--- src/rtl/input_board_defines.vh ---
// constants for the input board acquisition block
`ifndef INPUT_BOARD_DEFINES_VH
`define INPUT_BOARD_DEFINES_VH
// board clock
`define CLK_MHZ           50
// analog scan: 16 slots, currents 0-4, voltages 5-8, references 9-11, spares 12-15
`define NUM_CH_W          4
`define LAST_CH           4'hF
`define SMP_W             16
`define LAST_BIT          5'h0F
// mux settle time before each conversion, ns, and its cycle count (rounded up)
`define SETTLE_NS         2000
`define SETTLE_CYC        ((`SETTLE_NS * `CLK_MHZ + 999) / 1000)
// serial bit period is 8 clocks: phases 0-3 clock high, 4-7 low
`define PH_HIGH_END       3'h3
`define PH_LAST           3'h7
// sample instants per processing tick and per half-cycle filter
`define TICK_LAST         4'hB
`define HALF_CYC_CNT      4'hC
// digital inputs: 32 opto plus 4 on the combined board
`define NUM_DIN           36
// parallel bus byte addresses
`define A_DIN_BASE        2'h0
`define A_RLY_BASE        2'h1
`define A_FSEL_BASE       2'h2
`define A_IO              4'hC
`define A_IO_FSEL         4'hD
`define A_CAL_PTR         4'hE
`define A_CAL_DAT         4'hF
// reset values
`define FSEL_RST          32'hFFFFFFFF
`define IO_FSEL_RST       4'hF
`define RLY_RST           32'h00000000
`define IO_RLY_RST        4'h0
// sample buffer
`define FIFO_W            16
`define FIFO_DEPTH        16
`define FIFO_AW           4
`endif

--- src/rtl/sample_fifo.v ---
// sample buffer between converter and serial link, registered read data
`timescale 1ns/1ps
module sample_fifo #(
  parameter W  = 16,
  parameter D  = 16,
  parameter AW = 4
) (
  input  wire          ref_clk,
  input  wire          resetn,
  input  wire          in_valid,
  output wire          in_ready,
  input  wire [W-1:0]  in_data,
  output reg           out_valid,
  input  wire          out_ready,
  output reg  [W-1:0]  out_data
);
  reg  [W-1:0] mem [0:D-1];  // storage
  reg  [AW-1:0] wr_ptr;      // next write slot
  reg  [AW-1:0] rd_ptr;      // next read slot
  reg  [AW:0]   cnt;         // words held in mem
  wire          push;
  wire          pop;

  // full when mem holds D words; the output stage holds one more
  assign in_ready = (cnt != D[AW:0]);
  assign push     = in_valid && in_ready;
  // refill output register when empty or being taken
  assign pop      = (cnt != {(AW+1){1'b0}}) && (!out_valid || out_ready);

  // storage write, no reset needed on data
  always @(posedge ref_clk) begin
    if (push) begin
      mem[wr_ptr] <= in_data;
    end
  end

  // pointers, count and output stage
  always @(posedge ref_clk or negedge resetn) begin
    if (!resetn) begin
      wr_ptr    <= {AW{1'b0}};
      rd_ptr    <= {AW{1'b0}};
      cnt       <= {(AW+1){1'b0}};
      out_valid <= 1'b0;
      out_data  <= {W{1'b0}};
    end else begin
      if (push) begin
        wr_ptr <= wr_ptr + 1'b1;
      end
      if (pop) begin
        rd_ptr    <= rd_ptr + 1'b1;
        out_data  <= mem[rd_ptr];
        out_valid <= 1'b1;
      end else if (out_ready) begin
        out_valid <= 1'b0;
      end
      if (push && !pop) begin
        cnt <= cnt + 1'b1;
      end else if (pop && !push) begin
        cnt <= cnt - 1'b1;
      end
    end
  end
endmodule

--- src/rtl/input_filter.v ---
// half-cycle persistence filter for one digital input
`timescale 1ns/1ps
`include "input_board_defines.vh"
module input_filter (
  input  wire ref_clk,
  input  wire resetn,
  input  wire raw,
  input  wire filt_en,
  input  wire instant,
  output reg  state
);
  reg [3:0] hold_cnt;  // sample instants the new level has persisted

  // filtered: accept after 12 instants of a steady new level;
  // timing off the tracking strobe keeps it at half a power cycle
  always @(posedge ref_clk or negedge resetn) begin
    if (!resetn) begin
      state    <= 1'b0;
      hold_cnt <= 4'h0;
    end else if (!filt_en) begin
      state    <= raw;
      hold_cnt <= 4'h0;
    end else if (raw == state) begin
      hold_cnt <= 4'h0;  // glitch gone, restart
    end else if (instant) begin
      if (hold_cnt == `HALF_CYC_CNT - 4'h1) begin
        state    <= raw;
        hold_cnt <= 4'h0;
      end else begin
        hold_cnt <= hold_cnt + 4'h1;
      end
    end
  end
endmodule

--- src/rtl/input_board_acquisition.v ---
// input board acquisition: analog scan, sample link, digital inputs and relays
`timescale 1ns/1ps
`include "input_board_defines.vh"
// Overview of operation
// - mux steps sixteen channels into one converter
// - five current, four voltage channels, fixed slots
// - three slots sample reference voltages each scan
// - one scan per tracking strobe, 24 per cycle
// - sixteen-bit samples sent as serial bits
// - serial link carries only sample values
// - processor masters parallel bus, board only answers
// - calibration coefficients readable by the processor
// - eight digital inputs readable as a word
// - inputs filtered before latching into read buffer
// - per-input selectable half-cycle persistence filter
// - scales to thirty-two filtered readable inputs
// - processing tick every twelve sample instants
// - input change reported within half to one cycle
// - eight relay bits written and read back
// - up to thirty-two relay bits addressable
// - combined board: four inputs, four relays
module input_board_acquisition (
  input  wire        ref_clk,
  input  wire        resetn,
  input  wire        track_strobe,
  output reg         proc_tick,
  output reg         scan_overrun,
  output reg  [3:0]  mux_sel,
  output reg         adc_cs_n,
  output reg         adc_sclk,
  input  wire        adc_sdata,
  output reg         ser_sclk,
  output reg         ser_fsync,
  output reg         ser_sdata,
  input  wire [31:0] opto_in,
  input  wire [3:0]  io_in,
  output reg  [31:0] relay_drive,
  output reg  [3:0]  io_relay,
  input  wire [3:0]  pbus_addr,
  input  wire        pbus_rd,
  input  wire        pbus_wr,
  input  wire [7:0]  pbus_data_in,
  output reg  [7:0]  pbus_data_out,
  output reg         pbus_data_oe,
  output reg  [7:0]  cal_addr,
  input  wire [7:0]  cal_rdata
);
  // scan sequencer states
  localparam [1:0] S_IDLE   = 2'd0;
  localparam [1:0] S_SETTLE = 2'd1;
  localparam [1:0] S_CONV   = 2'd2;
  localparam [1:0] S_PUSH   = 2'd3;
  // serial link states
  localparam [1:0] T_IDLE   = 2'd0;
  localparam [1:0] T_SHIFT  = 2'd1;
  localparam       SETTLE_I    = `SETTLE_CYC - 1;  // full-width last settle count
  localparam [6:0] SETTLE_LAST = SETTLE_I[6:0];
  localparam       SW = 52;  // width of the pin synchroniser

  // two-stage synchroniser for every pin from outside except resetn and cal_rdata
  reg  [SW-1:0] sync_meta;  // first stage, read only by sync_q
  reg  [SW-1:0] sync_q;     // second stage, safe to use
  wire [SW-1:0] sync_in;
  wire          strobe_s;   // tracking strobe, synced level
  wire          adc_s;      // converter serial data
  wire          rd_s;       // bus read strobe
  wire          wr_s;       // bus write strobe
  wire [3:0]    addr_s;     // bus address
  wire [7:0]    wdata_s;    // bus write data
  wire [35:0]   din_s;      // {io_in, opto_in}
  reg           strobe_d;   // for edge detect
  reg           wr_d;       // for edge detect
  wire          instant;    // one pulse per sample instant
  wire          wr_rise;    // one pulse per bus write

  assign sync_in  = {track_strobe, adc_sdata, pbus_rd, pbus_wr,
                     pbus_addr, pbus_data_in, io_in, opto_in};
  assign strobe_s = sync_q[51];
  assign adc_s    = sync_q[50];
  assign rd_s     = sync_q[49];
  assign wr_s     = sync_q[48];
  assign addr_s   = sync_q[47:44];
  assign wdata_s  = sync_q[43:36];
  assign din_s    = sync_q[35:0];
  assign instant  = strobe_s && !strobe_d;
  // address and data are held across the write strobe, so one-cycle
  // skew between synchroniser bits settles before the edge is used
  assign wr_rise  = wr_s && !wr_d;

  // pin synchroniser and edge history
  always @(posedge ref_clk or negedge resetn) begin
    if (!resetn) begin
      sync_meta <= {SW{1'b0}};
      sync_q    <= {SW{1'b0}};
      strobe_d  <= 1'b0;
      wr_d      <= 1'b0;
    end else begin
      sync_meta <= sync_in;
      sync_q    <= sync_meta;
      strobe_d  <= strobe_s;
      wr_d      <= wr_s;
    end
  end

  // processing tick: every 12th instant, two per power cycle
  reg [3:0] tick_cnt;  // instants since last tick
  always @(posedge ref_clk or negedge resetn) begin
    if (!resetn) begin
      tick_cnt  <= 4'h0;
      proc_tick <= 1'b0;
    end else begin
      proc_tick <= 1'b0;
      if (instant) begin
        if (tick_cnt == `TICK_LAST) begin
          tick_cnt  <= 4'h0;
          proc_tick <= 1'b1;
        end else begin
          tick_cnt <= tick_cnt + 4'h1;
        end
      end
    end
  end

  // ---- analog scan ----
  reg  [1:0]  scan_st;     // sequencer state
  reg  [6:0]  settle_cnt;  // mux settle timer
  reg  [2:0]  adc_ph;      // phase within one converter bit
  reg  [4:0]  adc_bit;     // bit index within the sample
  reg  [15:0] adc_shift;   // sample being assembled
  wire        fifo_in_ready;
  wire        fifo_in_valid;
  wire        fifo_out_valid;
  wire        fifo_out_ready;
  wire [15:0] fifo_out_data;

  assign fifo_in_valid = (scan_st == S_PUSH);

  // every slot 0..15 is converted in ascending order: currents,
  // voltages, references and unused spares alike, so the frame
  // always has sixteen words in fixed positions
  always @(posedge ref_clk or negedge resetn) begin
    if (!resetn) begin
      scan_st      <= S_IDLE;
      mux_sel      <= 4'h0;
      settle_cnt   <= 7'h00;
      adc_ph       <= 3'h0;
      adc_bit      <= 5'h00;
      adc_shift    <= 16'h0000;
      adc_cs_n     <= 1'b1;
      adc_sclk     <= 1'b0;
      scan_overrun <= 1'b0;
    end else begin
      scan_overrun <= 1'b0;
      case (scan_st)
        S_IDLE: begin
          // a frame starts only on the strobe
          if (instant) begin
            mux_sel    <= 4'h0;
            settle_cnt <= 7'h00;
            scan_st    <= S_SETTLE;
          end
        end
        S_SETTLE: begin
          // wait for mux output to settle, and for buffer room
          if (settle_cnt != SETTLE_LAST) begin
            settle_cnt <= settle_cnt + 7'h01;
          end else if (fifo_in_ready) begin
            adc_cs_n <= 1'b0;
            adc_ph   <= 3'h0;
            adc_bit  <= 5'h00;
            scan_st  <= S_CONV;
          end
        end
        S_CONV: begin
          // converter shifts on falling sclk; sync lag means adc_s at the
          // last high phase still holds the bit shown before that fall
          adc_ph   <= adc_ph + 3'h1;
          adc_sclk <= (adc_ph + 3'h1) <= `PH_HIGH_END;
          if (adc_ph == `PH_HIGH_END) adc_shift <= {adc_shift[14:0], adc_s};
          if (adc_ph == `PH_LAST) begin
            if (adc_bit == `LAST_BIT) begin
              adc_cs_n <= 1'b1;
              adc_sclk <= 1'b0;
              scan_st  <= S_PUSH;
            end else begin
              adc_bit <= adc_bit + 5'h01;
            end
          end
        end
        S_PUSH: begin
          // room was checked before converting, so push is taken now
          if (fifo_in_ready) begin
            if (mux_sel == `LAST_CH) begin
              scan_st <= S_IDLE;
            end else begin
              mux_sel    <= mux_sel + 4'h1;
              settle_cnt <= 7'h00;
              scan_st    <= S_SETTLE;
            end
          end
        end
        default: scan_st <= S_IDLE;
      endcase
      // strobe during a frame: frame rate too high, flag and carry on
      if (instant && scan_st != S_IDLE) begin
        scan_overrun <= 1'b1;
      end
    end
  end

  // sample buffer, 16 words of 16 bits
  sample_fifo #(
    .W  (`FIFO_W),
    .D  (`FIFO_DEPTH),
    .AW (`FIFO_AW)
  ) u_fifo (
    .ref_clk   (ref_clk),
    .resetn    (resetn),
    .in_valid  (fifo_in_valid),
    .in_ready  (fifo_in_ready),
    .in_data   (adc_shift),
    .out_valid (fifo_out_valid),
    .out_ready (fifo_out_ready),
    .out_data  (fifo_out_data)
  );

  // ---- serial sample link: data only, msb first ----
  reg  [1:0]  tx_st;     // link state
  reg  [2:0]  tx_ph;     // phase within one link bit
  reg  [4:0]  tx_bit;    // bit index
  reg  [15:0] tx_shift;  // word on the wire

  // the link stalls the buffer simply by not taking words
  assign fifo_out_ready = (tx_st == T_IDLE);

  // data changes on rising sclk, processor samples on falling;
  // fsync marks the first bit of every word
  always @(posedge ref_clk or negedge resetn) begin
    if (!resetn) begin
      tx_st     <= T_IDLE;
      tx_ph     <= 3'h0;
      tx_bit    <= 5'h00;
      tx_shift  <= 16'h0000;
      ser_sclk  <= 1'b0;
      ser_fsync <= 1'b0;
      ser_sdata <= 1'b0;
    end else begin
      case (tx_st)
        T_IDLE: begin
          ser_sclk  <= 1'b0;
          ser_fsync <= 1'b0;
          if (fifo_out_valid) begin
            tx_shift  <= fifo_out_data;
            ser_sdata <= fifo_out_data[15];
            ser_fsync <= 1'b1;
            ser_sclk  <= 1'b1;
            tx_ph     <= 3'h0;
            tx_bit    <= 5'h00;
            tx_st     <= T_SHIFT;
          end
        end
        T_SHIFT: begin
          tx_ph    <= tx_ph + 3'h1;
          ser_sclk <= (tx_ph + 3'h1) <= `PH_HIGH_END;
          if (tx_ph == `PH_LAST) begin
            ser_fsync <= 1'b0;
            if (tx_bit == `LAST_BIT) begin
              ser_sclk <= 1'b0;
              tx_st    <= T_IDLE;
            end else begin
              tx_bit    <= tx_bit + 5'h01;
              tx_shift  <= {tx_shift[14:0], 1'b0};
              ser_sdata <= tx_shift[14];
            end
          end
        end
        default: tx_st <= T_IDLE;
      endcase
    end
  end

  // ---- digital inputs ----
  reg  [31:0] filt_sel;     // filter enable per opto input
  reg  [3:0]  io_filt_sel;  // filter enable per combined-board input
  wire [35:0] filt_en;
  wire [35:0] din_filt;     // filtered levels
  reg  [35:0] din_buf;      // snapshot the processor reads

  assign filt_en = {io_filt_sel, filt_sel};

  // one filter per input, 32 opto plus 4 combined-board inputs
  genvar gi;
  generate
    for (gi = 0; gi < `NUM_DIN; gi = gi + 1) begin : g_filt
      input_filter u_filt (
        .ref_clk (ref_clk),
        .resetn  (resetn),
        .raw     (din_s[gi]),
        .filt_en (filt_en[gi]),
        .instant (instant),
        .state   (din_filt[gi])
      );
    end
  endgenerate

  // buffer refreshed at each processing tick, so a change reaches
  // processing half to one cycle late depending on tick alignment
  always @(posedge ref_clk or negedge resetn) begin
    if (!resetn) begin
      din_buf <= 36'h000000000;
    end else if (proc_tick) begin
      din_buf <= din_filt;
    end
  end

  // ---- parallel bus slave ----
  // the board never starts a cycle; it only answers rd and wr
  always @(posedge ref_clk or negedge resetn) begin
    if (!resetn) begin
      relay_drive <= `RLY_RST;
      io_relay    <= `IO_RLY_RST;
      filt_sel    <= `FSEL_RST;
      io_filt_sel <= `IO_FSEL_RST;
      cal_addr    <= 8'h00;
    end else if (wr_rise) begin
      case (addr_s[3:2])
        `A_RLY_BASE:  relay_drive[{addr_s[1:0], 3'b000} +: 8] <= wdata_s;
        `A_FSEL_BASE: filt_sel[{addr_s[1:0], 3'b000} +: 8] <= wdata_s;
        default: begin
          // input bytes are read only; top group decoded below
          case (addr_s)
            `A_IO:      io_relay    <= wdata_s[7:4];
            `A_IO_FSEL: io_filt_sel <= wdata_s[3:0];
            `A_CAL_PTR: cal_addr    <= wdata_s;
            default:    cal_addr    <= cal_addr;
          endcase
        end
      endcase
    end
  end

  // read data driven while rd is held; bus released otherwise
  always @(posedge ref_clk or negedge resetn) begin
    if (!resetn) begin
      pbus_data_out <= 8'h00;
      pbus_data_oe  <= 1'b0;
    end else begin
      pbus_data_oe <= rd_s;
      case (addr_s[3:2])
        `A_DIN_BASE:  pbus_data_out <= din_buf[{addr_s[1:0], 3'b000} +: 8];
        `A_RLY_BASE:  pbus_data_out <= relay_drive[{addr_s[1:0], 3'b000} +: 8];
        `A_FSEL_BASE: pbus_data_out <= filt_sel[{addr_s[1:0], 3'b000} +: 8];
        default: begin
          case (addr_s)
            `A_IO:      pbus_data_out <= {io_relay, din_buf[35:32]};
            `A_IO_FSEL: pbus_data_out <= {4'h0, io_filt_sel};
            `A_CAL_PTR: pbus_data_out <= cal_addr;
            default:    pbus_data_out <= cal_rdata;
          endcase
        end
      endcase
    end
  end
endmodule

--- config.mk ---
export PLATFORM = sky130hd
export DESIGN_NAME = input_board_acquisition
export DESIGN_NICKNAME = d
export VERILOG_FILES = /design/src/rtl/sample_fifo.v /design/src/rtl/input_filter.v /design/src/rtl/input_board_acquisition.v
export VERILOG_INCLUDE_DIRS = /design/src /design/src/rtl
export SDC_FILE = /design/constraint.sdc
export NUM_CORES = 1
export LEC_CHECK = 0
export BUFFER_PORTS_ARGS = -buffer_cell sky130_fd_sc_hd__buf_4
export CAP_MARGIN = 5
export CORE_MARGIN = 2
export CORE_UTILIZATION = 30
export CTS_BUF_LIST = sky130_fd_sc_hd__clkbuf_4
export DETAILED_ROUTE_END_ITERATION = 7
export GPL_TIMING_DRIVEN = 0
export PLACE_DENSITY = 0.55
export REMOVE_ABC_BUFFERS = 1
export SLEW_MARGIN = 25
export SYNTH_ARGS = -nofsm -noshare
export SYNTH_HDL_FRONTEND = slang
export SYNTH_SLANG_ARGS = --single-unit
--- constraint.sdc ---
create_clock -name ref_clk -period 3.2 [get_ports ref_clk]
set_clock_uncertainty 0.05 [all_clocks]
set_input_delay 0.16 -clock ref_clk [delete_from_list [all_inputs] [get_ports ref_clk]]
set_output_delay 0.16 -clock ref_clk [all_outputs]
set_load 0.005 [all_outputs]
# After elaboration in Yosys (flattened, before gate mapping)
# Memories as Yosys holds them, arrays and structs flattened. A register that Yosys moved wholly into a read port is not among the register bits.
# Index checks and enable logic that the tools add are counted.
# classes
n_addsub,48
n_eq_ne,247
shift,5
bitwise_logic,1
order_cmp,2
mux,358
reduce_logical,78
# ops
operator,n
2-to-1 mux 4 bit,148
"!= test 2 bit, second input constant",83
2-to-1 mux 1 bit,165
"== test 4 bit, second input constant",41
"adder 4 x 1 -> 4 bit, second input constant",40
AND reduction 3 bit,41
"!= test 3 x 2 -> 1 bit, second input constant",36
"!= test 2 x 1 -> 1 bit, second input constant",38
bitwise mux 32 bit,2
variable part select 32 x 6 -> 8 bit,2
one-hot mux 8 bit (3 select lines),2
2-to-1 mux 15 bit,3
2-to-1 mux 5 bit,9
== test 1 bit,36
variable part select 36 x 6 -> 8 bit,1
"variable shift 8 x 7 -> 32 bit, first input constant",1
variable part select 8 x 7 -> 32 bit,1
one-hot mux 15 bit (2 select lines),1
2-to-1 mux 7 bit,4
one-hot mux 7 bit (3 select lines),1
one-hot mux 5 bit (2 select lines),2
2-to-1 mux 2 bit,9
"adder 5 x 1 -> 5 bit, second input constant",3
AND reduction 5 bit,3
30 further kinds,67
# totals
reg_bits,498
n_memories,1
wordCells,846
ramBits,256
inputBits,62
# mem_list
name,depth,width,read_ports,rd_ports_with_merged_regs,wr,line_no,rtl
u_fifo.mem,16,16,1,1,1,sample_fifo.v:17,reg [W-1:0] mem [0:D-1];

# Logic depth before layout (Yosys ltp)
# Gate-level depths: netlist (run 1).
# logic_depth
ltp_word,6
depth_mapped,12
depth_no_buf,11

# By module
# Synthesis (run 1) repeated with hierarchy kept, for this count alone.
# unflattened
cells_unflattened,2413
area_unflattened_um2,32865.3
# modules_own_cells
module,n_inst,area_per_inst_um2,cells_each,seq_area_each_um2
input_board_acquisition,1,12146.6,958,7628.6
sample_fifo,1,11169.5,519,8438.1
input_filter,36,265.3,26,125.1

# Worst setup path after synthesis (run 1)
# OpenSTA, ideal clock, no wires.
# synth_timing
path_type,register to register
from,reg u_fifo.cnt[1]
to,reg u_fifo.cnt[4]
setup_ns,0.080
n_path_buf,1
stages_incl_launch_ff,13
setup_slack_ns,0.310
arrival_ns,2.760
period_less_slack_ns,2.890
required_time_ns,3.070
path_cell_list,dfrtp_1 or4_4 nor2_1 a21oi_1 clkinv_1 buf_2 ha_1 inv_1 ha_1 a21o_1 a21oi_1 mux2i_1 xnor2_1
# synth_between
elab_chain_len,5
word_cells_on_any_way,13
classes_between,add/sub: 2; eq/ne: 1; mux: 2; reduce/logical: 8
# synth_rtl
element,line_no,rtl
"start, declared",sample_fifo.v:20,reg [AW:0] cnt;
"start signal, assigned",sample_fifo.v:42,cnt <= {(AW+1){1'b0}};
"start signal, assigned",sample_fifo.v:57,cnt <= cnt + 1'b1;
"start signal, assigned",sample_fifo.v:59,cnt <= cnt - 1'b1;
"parallel branches: the longest is 5 deep, another holds subtractor 5 x 1 -> 5 bit",n/a,
# Parallel ways; which one is timed is not known. The select of a mux whose other input is x is not followed.
# A chain may end at the register's enable or synchronous reset.

# Worst setup path in the final report (run 1)
# layout_timing
from,reg sync_q[44]
to,reg pbus_data_out[2]
# layout_between
elab_chain_len,3
word_cells_on_any_way,8
classes_between,eq/ne: 3; shift: 3; mux: 2
# layout_rtl
element,line_no,rtl
"start, declared",input_board_acquisition.v:62,reg [SW-1:0] sync_q;
"start signal, assigned",input_board_acquisition.v:94,sync_q <= {SW{1'b0}};
"start signal, assigned",input_board_acquisition.v:99,sync_q <= sync_meta;
"parallel branches: the longest is 2 deep, another holds variable part select 32 x 6 -> 8 bit",n/a,
one-hot mux 8 bit (3 select lines) *,input_board_acquisition.v:349,case (addr_s[3:2])
"end signal, assigned",input_board_acquisition.v:350,"`A_DIN_BASE: pbus_data_out <= din_buf[{addr_s[1:0], 3'b000} +: 8];"
"end signal, assigned",input_board_acquisition.v:351,"`A_RLY_BASE: pbus_data_out <= relay_drive[{addr_s[1:0], 3'b000} +: 8];"
"end signal, assigned",input_board_acquisition.v:355,"`A_IO: pbus_data_out <= {io_relay, din_buf[35:32]};"
"end, declared",input_board_acquisition.v:43,"output reg [7:0] pbus_data_out,"
# Mark *: on every way between the ends.

==> results of run 1 <==
==> power by group <==
group | total (W) | switching, W | internal (W)
clock network | 0.00910 | 0.00423 | 0.00486
logic | 0.00472 | 0.00233 | 0.00239
registers | 0.0123 | 0.000972 | 0.0113
==> worst register-to-register path: cells and delay by family, from the launching register on <==
| family | cells | cell delay, ps |
|---|---|---|
| buf+inv | 1 | 360 |
| fa+ha+maj | 1 | 630 |
| simple gates | 1 | 530 |
| compound gates | 2 | 710 |
| flops | 1 | 660 |
==> how the worst max path moves through the flow <==
stage	from	end	slack, ps	cells after the start
floorplan	strobe_d	g_filt[0].u_filt.state	-3780	5
global placement	strobe_d	g_filt[5].u_filt.hold_cnt[0]	-7980	4
global route	sync_q[44]	pbus_data_out[2]	20	5
detailed placement	sync_q[44]	pbus_data_out[2]	-1610	5
finish	sync_q[44]	pbus_data_out[2]	130	5
CTS	sync_q[44]	pbus_data_out[2]	10	5
==> metal layers <==
metal,global-route usage (%),wire (microns),up-vias
met3,3.29,3540,141
met2,21.8,34200,453
met1,17.5,33500,9963
li1,-,-,9727
met5,0,11,-
met4,5.42,1750,2
==> through the flow <==
| stage | worst slack [ps] | cell area, sq um | utilization [%] | setup TNS, ps | instances |
|---|---|---|---|---|---|
| after floorplan | -3780 | 31700 | - | -573360 | 2288 |
| after global placement | -7980 | 34400 | 32.2 | -3337430 | 3816 |
| after detailed placement | -1610 | 35100 | 32.9 | -51270 | 3845 |
| after CTS | 14.4 | 39300 | 36.8 | 0 | 4361 |
| after global routing | 17.0 | 39300 | 36.8 | 0 | 4364 |
| final | 133 | 39300 | 36.8 | 0 | 4365 |
==> cell type report <==
class | instances | area share, %
Timing Repair Buffer | 279 | 7.08
Multi-Input combinational cell | 1491 | 28.4
Sequential cell | 769 | 52.4
Tap cell | 1403 | 4.47
Inverter | 28 | 0.315
Timing Repair inverter | 1 | 0.0127
Clock buffer | 340 | 6.49
Antenna cell | 3 | 0.0191
Clock inverter | 51 | 0.802
==> kinds of logic after synthesis <==
family,count (synthesis),share of synthesized area (%)
xor+xnor,77,2.10
buf+inv,128,1.76
flops,769,64.0
fa+ha+maj,74,2.90
mux,238,10.9
simple gates,713,10.5
compound gates,389,7.85
==> flip-flops by register name, indices dropped and copies added, names as in the netlist, 15 cells and up <==
name	cells
u_fifo.out_data	16
sync_meta	52
g_filt.u_filt.hold_cnt	144
sync_q	52
u_fifo.mem	256
tx_shift	15
din_buf	36
filt_sel	32
g_filt.u_filt.state	36
adc_shift	16
relay_drive	32
==> repair_timing <==
action,in CTS,in global routing
hold buffers,124,0
resized for setup,6,3
pin swaps,0,0
cloned,1,0
setup endpoints to repair,86,3
endpoints found under the hold margin,472,0
setup buffers,0,1
==> cell usage in the layout, fill, tap and decap left out, drive strengths merged, types with 11 or more instances in the layout <==
master / netlist / final
a21o: 13 / 13
dlygate4sd3: 0 / 123
nand4: 31 / 31
dfrtp: 476 / 476
ha: 73 / 73
xnor2: 13 / 13
and3: 11 / 11
nor3b: 57 / 57
mux4: 77 / 77
buf: 44 / 156
mux2i: 39 / 39
nor3: 85 / 85
nand2: 325 / 325
nor2: 100 / 100
xor2: 64 / 64
nand3: 11 / 11
mux2: 122 / 122
dfstp: 37 / 37
edfxtp: 256 / 256
o31ai: 34 / 34
a2111oi: 26 / 26
a22o: 52 / 52
a21oi: 136 / 136
clkinv: 2 / 44
nand2b: 53 / 53
inv: 26 / 33
a22oi: 17 / 17
clkbuf: 56 / 340
o21ai: 80 / 80
==> qor.csv, run 1 <==
metric,value,unit
hp-start,pbus_data_in[6],
slew_headroom,42.1,%
critPathBufInv,1,
avgViaCountPerCell,4.65,
vdd_drop_max,0.287,mV
status,finished clean,
gp_congestion,0.778,
synthFlopType,dfrtp_1,
rsz0062_at_grt,no,
r2r_end,pbus_data_out[2],
ys_top_cells_by_area,"dfrtp_1, edfxtp_1, mux4_2, mux2_2, nand2_1",
leakage,15.8,nW
finalNetCount,2913,
cts_tree,done,
die-height,331,microns
netlist_instances,2388,
fill_cells,10400,
startpoint_type,flop,
design_power_total,0.0261,W
synth_warnings,0,
ant_nets,0,
hold_ws,214,ps
ys_async_sr_fraction,66.7,%
path_max_fanout,22,
syn_to_final_growth,22.3,%
chipWidth,331,microns
finalHoldViolations,0,
ios,126,
cap_violations,0,
worst_slew_pin_slew,869,ps
grt_pass1_vias,20900,
worstPathCellList,clkinv_4 -> ha_1 -> o31ai_4 -> a21oi_1 -> nor3_1,
yosysTopAreaCellShare,37.0,%
drive_gt1_share,26.7,%
synth_edf_count,256,
clkLatencyLatePin,1070,ps
fin_crit_sh,95.8,%
grt-ovfl-total,0,
syn_area,32200,sq um
drc_errors,0,
drt_iter0_drc,1130,
antenna_found_initial,4,
cts.path.max_buffers,3,
slew_violations,0,
crit_family,compound AO/OA/AOI/OAI gates,
cts_buffers,207,
synthTopCellsByCount,"dfrtp_1, nand2_1, edfxtp_1, a21oi_1, mux2_2",
grt_pass1_wl,117000,microns
register_area,20600,sq um
r2r_cells,5,
ctsHtreeMaxLevel,4,
path_class,flop to flop,
grt_max_degree,85,
start_util,30.1,%
reg2reg_slack,130,ps
layout_min_cycle_time,3070,ps
crit_slowest_cell,dfrtp_2,
row_count,120,
vias,20300,
yosys.area.top_type,dfrtp_1,
power.density,665,nW/um^2
grt_usage,13.5,%
yosysMostFrequentCell,dfrtp_1,
core,107000,sq um
setup_viol,0,
min_to,sync_meta[42],
hold_path_depth,3,
root_buffer,clkbuf_4,
setup.worst_path.end_class,flop,
fmax,0.326,GHz
arrival,3930,ps
required,4060,ps
yosysUniqueCellTypes,64,
cts.clk_slew.worst_paths,60,ps
multi_input_area,11200,sq um
dr.pass1.iters,5,
clkSinkCount,769,
route.final.wire_length,73100,microns
ys_ff_latch,769,
syn_area_per_cell,13.5,sq um
hold_class,input port to flop,
dp_hpwl,46200,microns
post_drt_wl_per_cell,16.7,microns
seq_area_frac_synth,64.0,%
die_area,110000,sq um
portBuffers,125,
r2r_start,sync_q[44],
max_stage_delay,660,ps
(Power assumes the default switching activity.)
==> inputs of run 2 (changes only) <==
--- a/config.mk
+++ b/config.mk
@@ -14,6 +14,7 @@
 export DETAILED_ROUTE_END_ITERATION = 7
 export GPL_TIMING_DRIVEN = 0
 export PLACE_DENSITY = 0.55
+export RECOVER_POWER = 50
 export REMOVE_ABC_BUFFERS = 1
 export SLEW_MARGIN = 25
 export SYNTH_ARGS = -nofsm -noshare
==> qor.csv, run 2 (synthesized netlist as in run 1, its figures left out) <==
metric,value,unit,change
post_drt_wl_per_cell,16.7,microns,-0.15%
internal_power,0.0186,W,-0.18%
start_util,30.1,%,unchanged
grt_pass1_vias,20900,,unchanged
row_count,120,,unchanged
gp_congestion,0.778,,unchanged
ios,126,,unchanged
arrival,3960,ps,+30 ps
portBuffers,125,,unchanged
min_to,sync_meta[5],,
slew_headroom,14.5,%,-28 points
tns,0,ps,unchanged
hold_ws,237,ps,+23.1 ps
path_class,flop to flop,,
seq_power_share,47.2,%,about the same
setup.worst_path.end_class,flop,,
placedCellCount,3845,,unchanged
startpoint_type,flop,,
swShare,28.8,%,about the same
route.final.wire_length,73000,microns,-0.15%
ctsHtreeMaxLevel,4,,unchanged
drc_errors,0,,unchanged
cts_buffers,207,,unchanged
hold_path_depth,3,,unchanged
clkSinkCount,769,,unchanged
hold_class,input port to flop,,
required,4080,ps,+20 ps
die_area,110000,sq um,unchanged
grt_max_degree,85,,unchanged
drive_gt1_share,26.2,%,-0.54 points
worst_slew_pin_slew,1280,ps,+414 ps
reg2reg_slack,120,ps,-20 ps
r2r_start,sync_q[44],,
fin_crit_sh,96.3,%,+0.50 points
grt_usage,13.5,%,unchanged
cap_violations,0,,unchanged
cts.clk_slew.worst_paths,70,ps,about the same
vias,20300,,+0.10%
design_power_total,0.0261,W,-0.15%
cts_tree,done,,
regMostFlops,u_fifo.mem,,
p_clk_share,34.9,%,about the same
cts.path.max_buffers,3,,unchanged
slew_violations,0,,unchanged
syn_to_final_growth,21.8,%,
path_max_fanout,22,,unchanged
die-height,331,microns,unchanged
leakage,15.7,nW,-0.64%
setup_viol,0,,unchanged
grt_pass1_wl,117000,microns,unchanged
fmax,0.324,GHz,-0.52%
final_util,36.7,%,-0.12 points
grt-ovfl-total,0,,unchanged
r2r_cells,5,,unchanged
vdd_drop_max,0.286,mV,-0.16%
status,finished clean,,
largest_reg_flops,256,,unchanged
ant_nets,0,,unchanged
drt_iter0_drc,1207,,+6.8%
root_buffer,clkbuf_4,,
core,107000,sq um,unchanged
dp_hpwl,46200,microns,unchanged
layout_min_cycle_time,3080,ps,+15.9 ps
rsz0062_at_grt,no,,
clkLatencyLatePin,1070,ps,about the same
finalNetCount,2913,,unchanged
stdcell_count,4365,,unchanged
p_switching,0.00753,W,about the same
layout_common_cells,"dfrtp_1, clkbuf_4, nand2_1",,
finalHoldViolations,0,,unchanged
antenna_found_initial,4,,unchanged
hp-start,opto_in[5],,
final_common_cell,dfrtp_1,,
r2r_end,pbus_data_out[1],,
power_frac_comb,17.9,%,-0.2 points
top_regs,"u_fifo.mem: 256 flops, g_filt.u_filt.hold_cnt: 144 flops",,
avgViaCountPerCell,4.65,,+0.10%
power.density,666,nW/um^2,+0.18%
dr.pass1.iters,5,,unchanged
chipWidth,331,microns,unchanged
run 2: changes by cell type in the layout (fill, tap and decap cells not counted), sizes merged:
| cell | before | now |
|---|---|---|
| clkbuf | 340 | 413 |
| buf | 156 | 83 |
run 2: stage by stage:
stage / instance area [sq um] / setup WS, ps
final: 39200 / 117
after global placement: 34400 / -7980
after CTS: 39300 / 14.4
after global routing: 39200 / 17.0
after detailed placement: 35100 / -1610
after floorplan: 31700 / -3780
run 2: what timing repair did:
action / in CTS / in global routing
hold endpoints to repair: 472 / 0
gates cloned: 1 / 0
endpoints found under the setup margin: 86 / 3
hold buffers: 124 / 0
gates resized for setup: 6 / 3
setup buffers: 0 / 1
run 2: worst max-delay path, stage by stage, from the launching register on:
cell      delay (ps)
dfrtp_2          660
clkinv_4         350
ha_1             610
a222oi_1         700
o21ai_0          190
a211o_1          370
run 2: final cells by class:
class | count | area, sq um
Antenna cell | 3 | 7.51
Clock buffer | 340 | 2550
Clock inverter | 51 | 315
Fill cell | 10400 | 67600
Inverter | 28 | 124
Multi-Input combinational cell | 1491 | 11200
Sequential cell | 769 | 20600
Tap cell | 1403 | 1760
Timing Repair Buffer | 279 | 2650
Timing Repair inverter | 1 | 5.00
run 2: routing by layer:
metal  GRT usage (%)  wire length (microns)  vias to the layer above
met2            21.8                  34200                      472
li1                -                      -                     9715
met3            3.29                   3600                      139
met5               0                     11                        -
met4            5.42                   1740                        2
met1            17.5                  33400                     9979
run 2: power by group through the flow:
stage                     combinational, W  clock [W]  sequential (W)
after floorplan                    0.00299          0          0.0124
after global placement             0.00410          0          0.0128
after detailed placement           0.00468          0          0.0125
after CTS                          0.00482    0.00951          0.0123
after global routing               0.00521     0.0100          0.0125
final                              0.00468    0.00910          0.0123
run 2: how the worst max path moves through the flow:
stage	from	to	cells after the start
after detailed placement	sync_q[44]	pbus_data_out[2]	5
after floorplan	strobe_d	g_filt[0].u_filt.state	5
after global placement	strobe_d	g_filt[5].u_filt.hold_cnt[0]	4
after CTS	sync_q[44]	pbus_data_out[2]	5
final	sync_q[44]	pbus_data_out[1]	5
after global routing	sync_q[44]	pbus_data_out[2]	5
==> inputs of run 3 (changes only) <==
--- a/config.mk
+++ b/config.mk
@@ -13,7 +13,7 @@
 export CTS_BUF_LIST = sky130_fd_sc_hd__clkbuf_4
 export DETAILED_ROUTE_END_ITERATION = 7
 export GPL_TIMING_DRIVEN = 0
-export PLACE_DENSITY = 0.55
+export PLACE_DENSITY = 0.56
 export RECOVER_POWER = 50
 export REMOVE_ABC_BUFFERS = 1
 export SLEW_MARGIN = 25
==> constraint.sdc (replaced) <==
create_clock -name ref_clk -period 2.8 [get_ports ref_clk]
set_clock_uncertainty 0.05 [all_clocks]
set_input_delay 0.14 -clock ref_clk [delete_from_list [all_inputs] [get_ports ref_clk]]
set_output_delay 0.14 -clock ref_clk [all_outputs]
set_load 0.005 [all_outputs]
==> qor.csv, run 3 (synthesized netlist as in run 1, its figures left out) <==
metric,value,unit,change
stdcell_count,4371,,+0.14%
design_power_total,0.0300,W,+15%
grt_pass1_wl,118000,microns,+0.93%
worst_slew_pin_slew,1130,ps,-148 ps
fill_cells,10300,,-1.0%
finalNetCount,2919,,+0.21%
path_depth,5,,unchanged
syn_to_final_growth,22.3,%,
final_common_cell,dfrtp_1,,
r2r_end,pbus_data_out[1],,
ctsHtreeMaxLevel,4,,unchanged
fin_crit_sh,94.1,%,-2.3 points
layout_common_cells,"dfrtp_1, clkbuf_4, nand2_1",,
startpoint_type,flop,,
crit_slowest_cell,a222oi_1,,
avgViaCountPerCell,4.72,,+1.4%
drive_gt1_share,26.7,%,+0.54 points
chipWidth,331,microns,unchanged
largest_reg_flops,256,,unchanged
arrival,3530,ps,-430 ps
slew_headroom,24.4,%,+9.9 points
status,finished clean,,
required,3690,ps,-390 ps
cts_tree,done,,
die_area,110000,sq um,unchanged
place_area,35100,sq um,about the same
placedCellCount,3844,,-0.026%
cp-endpoint,pbus_data_out[1],,
start_util,30.1,%,unchanged
row_count,120,,unchanged
rsz0062_at_grt,no,,
grt_usage,13.8,%,+0.24 points
crit_family,compound AO/OA/AOI/OAI gates,,
cts_buffers,208,,+0.48%
root_buffer,clkbuf_4,,
final_util,36.8,%,+0.13 points
antenna_found_initial,7,,+3
ant_nets,0,,unchanged
cts.path.max_buffers,3,,unchanged
grt_pass1_vias,20800,,-0.38%
ios,126,,unchanged
hold_class,input port to flop,,
gp_congestion,0.763,,-1.9%
slew_violations,0,,unchanged
dr.pass1.iters,5,,unchanged
grt-ovfl-total,0,,unchanged
portBuffers,125,,unchanged
regMostFlops,u_fifo.mem,,
post_drt_wl_per_cell,17.2,microns,+2.8%
critPathLaunch,sync_q[44],,
r2r_cells,5,,unchanged
path_class,flop to flop,,
cap_violations,0,,unchanged
top_regs,"u_fifo.mem: 256 flops, g_filt.u_filt.hold_cnt: 144 flops",,
finalHoldViolations,0,,unchanged
clkSinkCount,769,,unchanged
vias,20600,,+1.5%
worstPathCellList,inv_8 -> ha_2 -> a222oi_1 -> o21ai_0 -> a211o_1,,
setup_viol,0,,unchanged
drc_errors,0,,unchanged
grt_max_degree,84,,-1.2%
cts.clk_slew.worst_paths,60,ps,about the same
leakage,15.8,nW,+0.42%
stdcell_area,39300,sq um,+0.36%
clkLatencyLatePin,1080,ps,about the same
setup.worst_path.end_class,flop,,
vdd_drop_max,0.348,mV,+22%
max_stage_delay,750,ps,+50 ps
die-height,331,microns,unchanged
reg2reg_slack,170,ps,+50 ps
path_max_fanout,16,,-27%
drt_iter0_drc,1323,,+9.6%
power.density,764,nW/um^2,+15%
route.final.wire_length,75100,microns,+2.9%
r2r_start,sync_q[44],,
fmax,0.380,GHz,+17%
core,107000,sq um,unchanged
critPathBufInv,1,,unchanged
hold_ws,211,ps,-26.4 ps
dp_hpwl,46700,microns,+0.99%
layout_min_cycle_time,2630,ps,-449 ps
run 3: cell count changes in the layout (fill, tap and decap cells not counted), sizes merged:
cell / change
buf: +22
bufinv: +3
clkbuf: -33
clkinv: +15
clkinvlp: -1
diode: +2
inv: -2
run 3: through the flow:
step,setup TNS (ps),setup slack [ps]
4_1_cts,0,0.699
5_1_grt,0,1.43
3_3_place_gp,-3791660,-8170
2_1_floorplan,-649850,-4180
3_5_place_dp,-72360,-1330
6_report,0,167
run 3: per-layer routing:
layer,track usage [%],wire (microns),vias to the layer above
li1,-,-,9767
met1,17.8,33500,10200
met2,22.5,36100,474
met3,3.37,4010,126
met4,4.89,1540,2
met5,0,7,-
run 3: where the power goes:
group          switching [W]  internal (W)  total, W
combinational        0.00268       0.00278   0.00546
clock                0.00476       0.00564    0.0104
sequential           0.00118        0.0130    0.0142
total                0.00863        0.0214    0.0300
run 3: cell type report:
cell class | instances | area [sq um] | area share [%]
flip-flops and latches | 769 | 20600 | 52.4
multi-input cells | 1491 | 11200 | 28.6
repair buffers | 284 | 2770 | 7.04
clock buffers | 324 | 2430 | 6.19
well taps | 1403 | 1760 | 4.46
clock inverters | 66 | 394 | 1.00
inverters | 28 | 118 | 0.299
diodes | 5 | 12.5 | 0.0318
repair inverters | 1 | 5.00 | 0.0127
run 3: worst min path at each step:
stage          cells past startpoint                            end         from  slack [ps]
2_1_floorplan                      0                     adc_bit[0]       resetn        -210
3_3_place_gp                       1                  sync_meta[17]  opto_in[17]         200
3_5_place_dp                       1  g_filt[23].u_filt.hold_cnt[2]       resetn          90
4_1_cts                            3                  sync_meta[31]  opto_in[31]          20
5_1_grt                            3                  sync_meta[50]    adc_sdata         110
6_report                           3                  sync_meta[27]  opto_in[27]         210
run 3: worst min-delay path, cell delays in order:
cell,delay (ps)
dlygate4sd3_1,520
clkbuf_4,110
dlygate4sd3_1,530
run 3: timing repair:
item	in CTS	in global routing
hold buffers	124	0
cloned	1	2
resized for setup	16	8
hold endpoints to repair	344	0
endpoints found under the setup margin	95	73
setup buffers	3	2
pin swaps	2	3
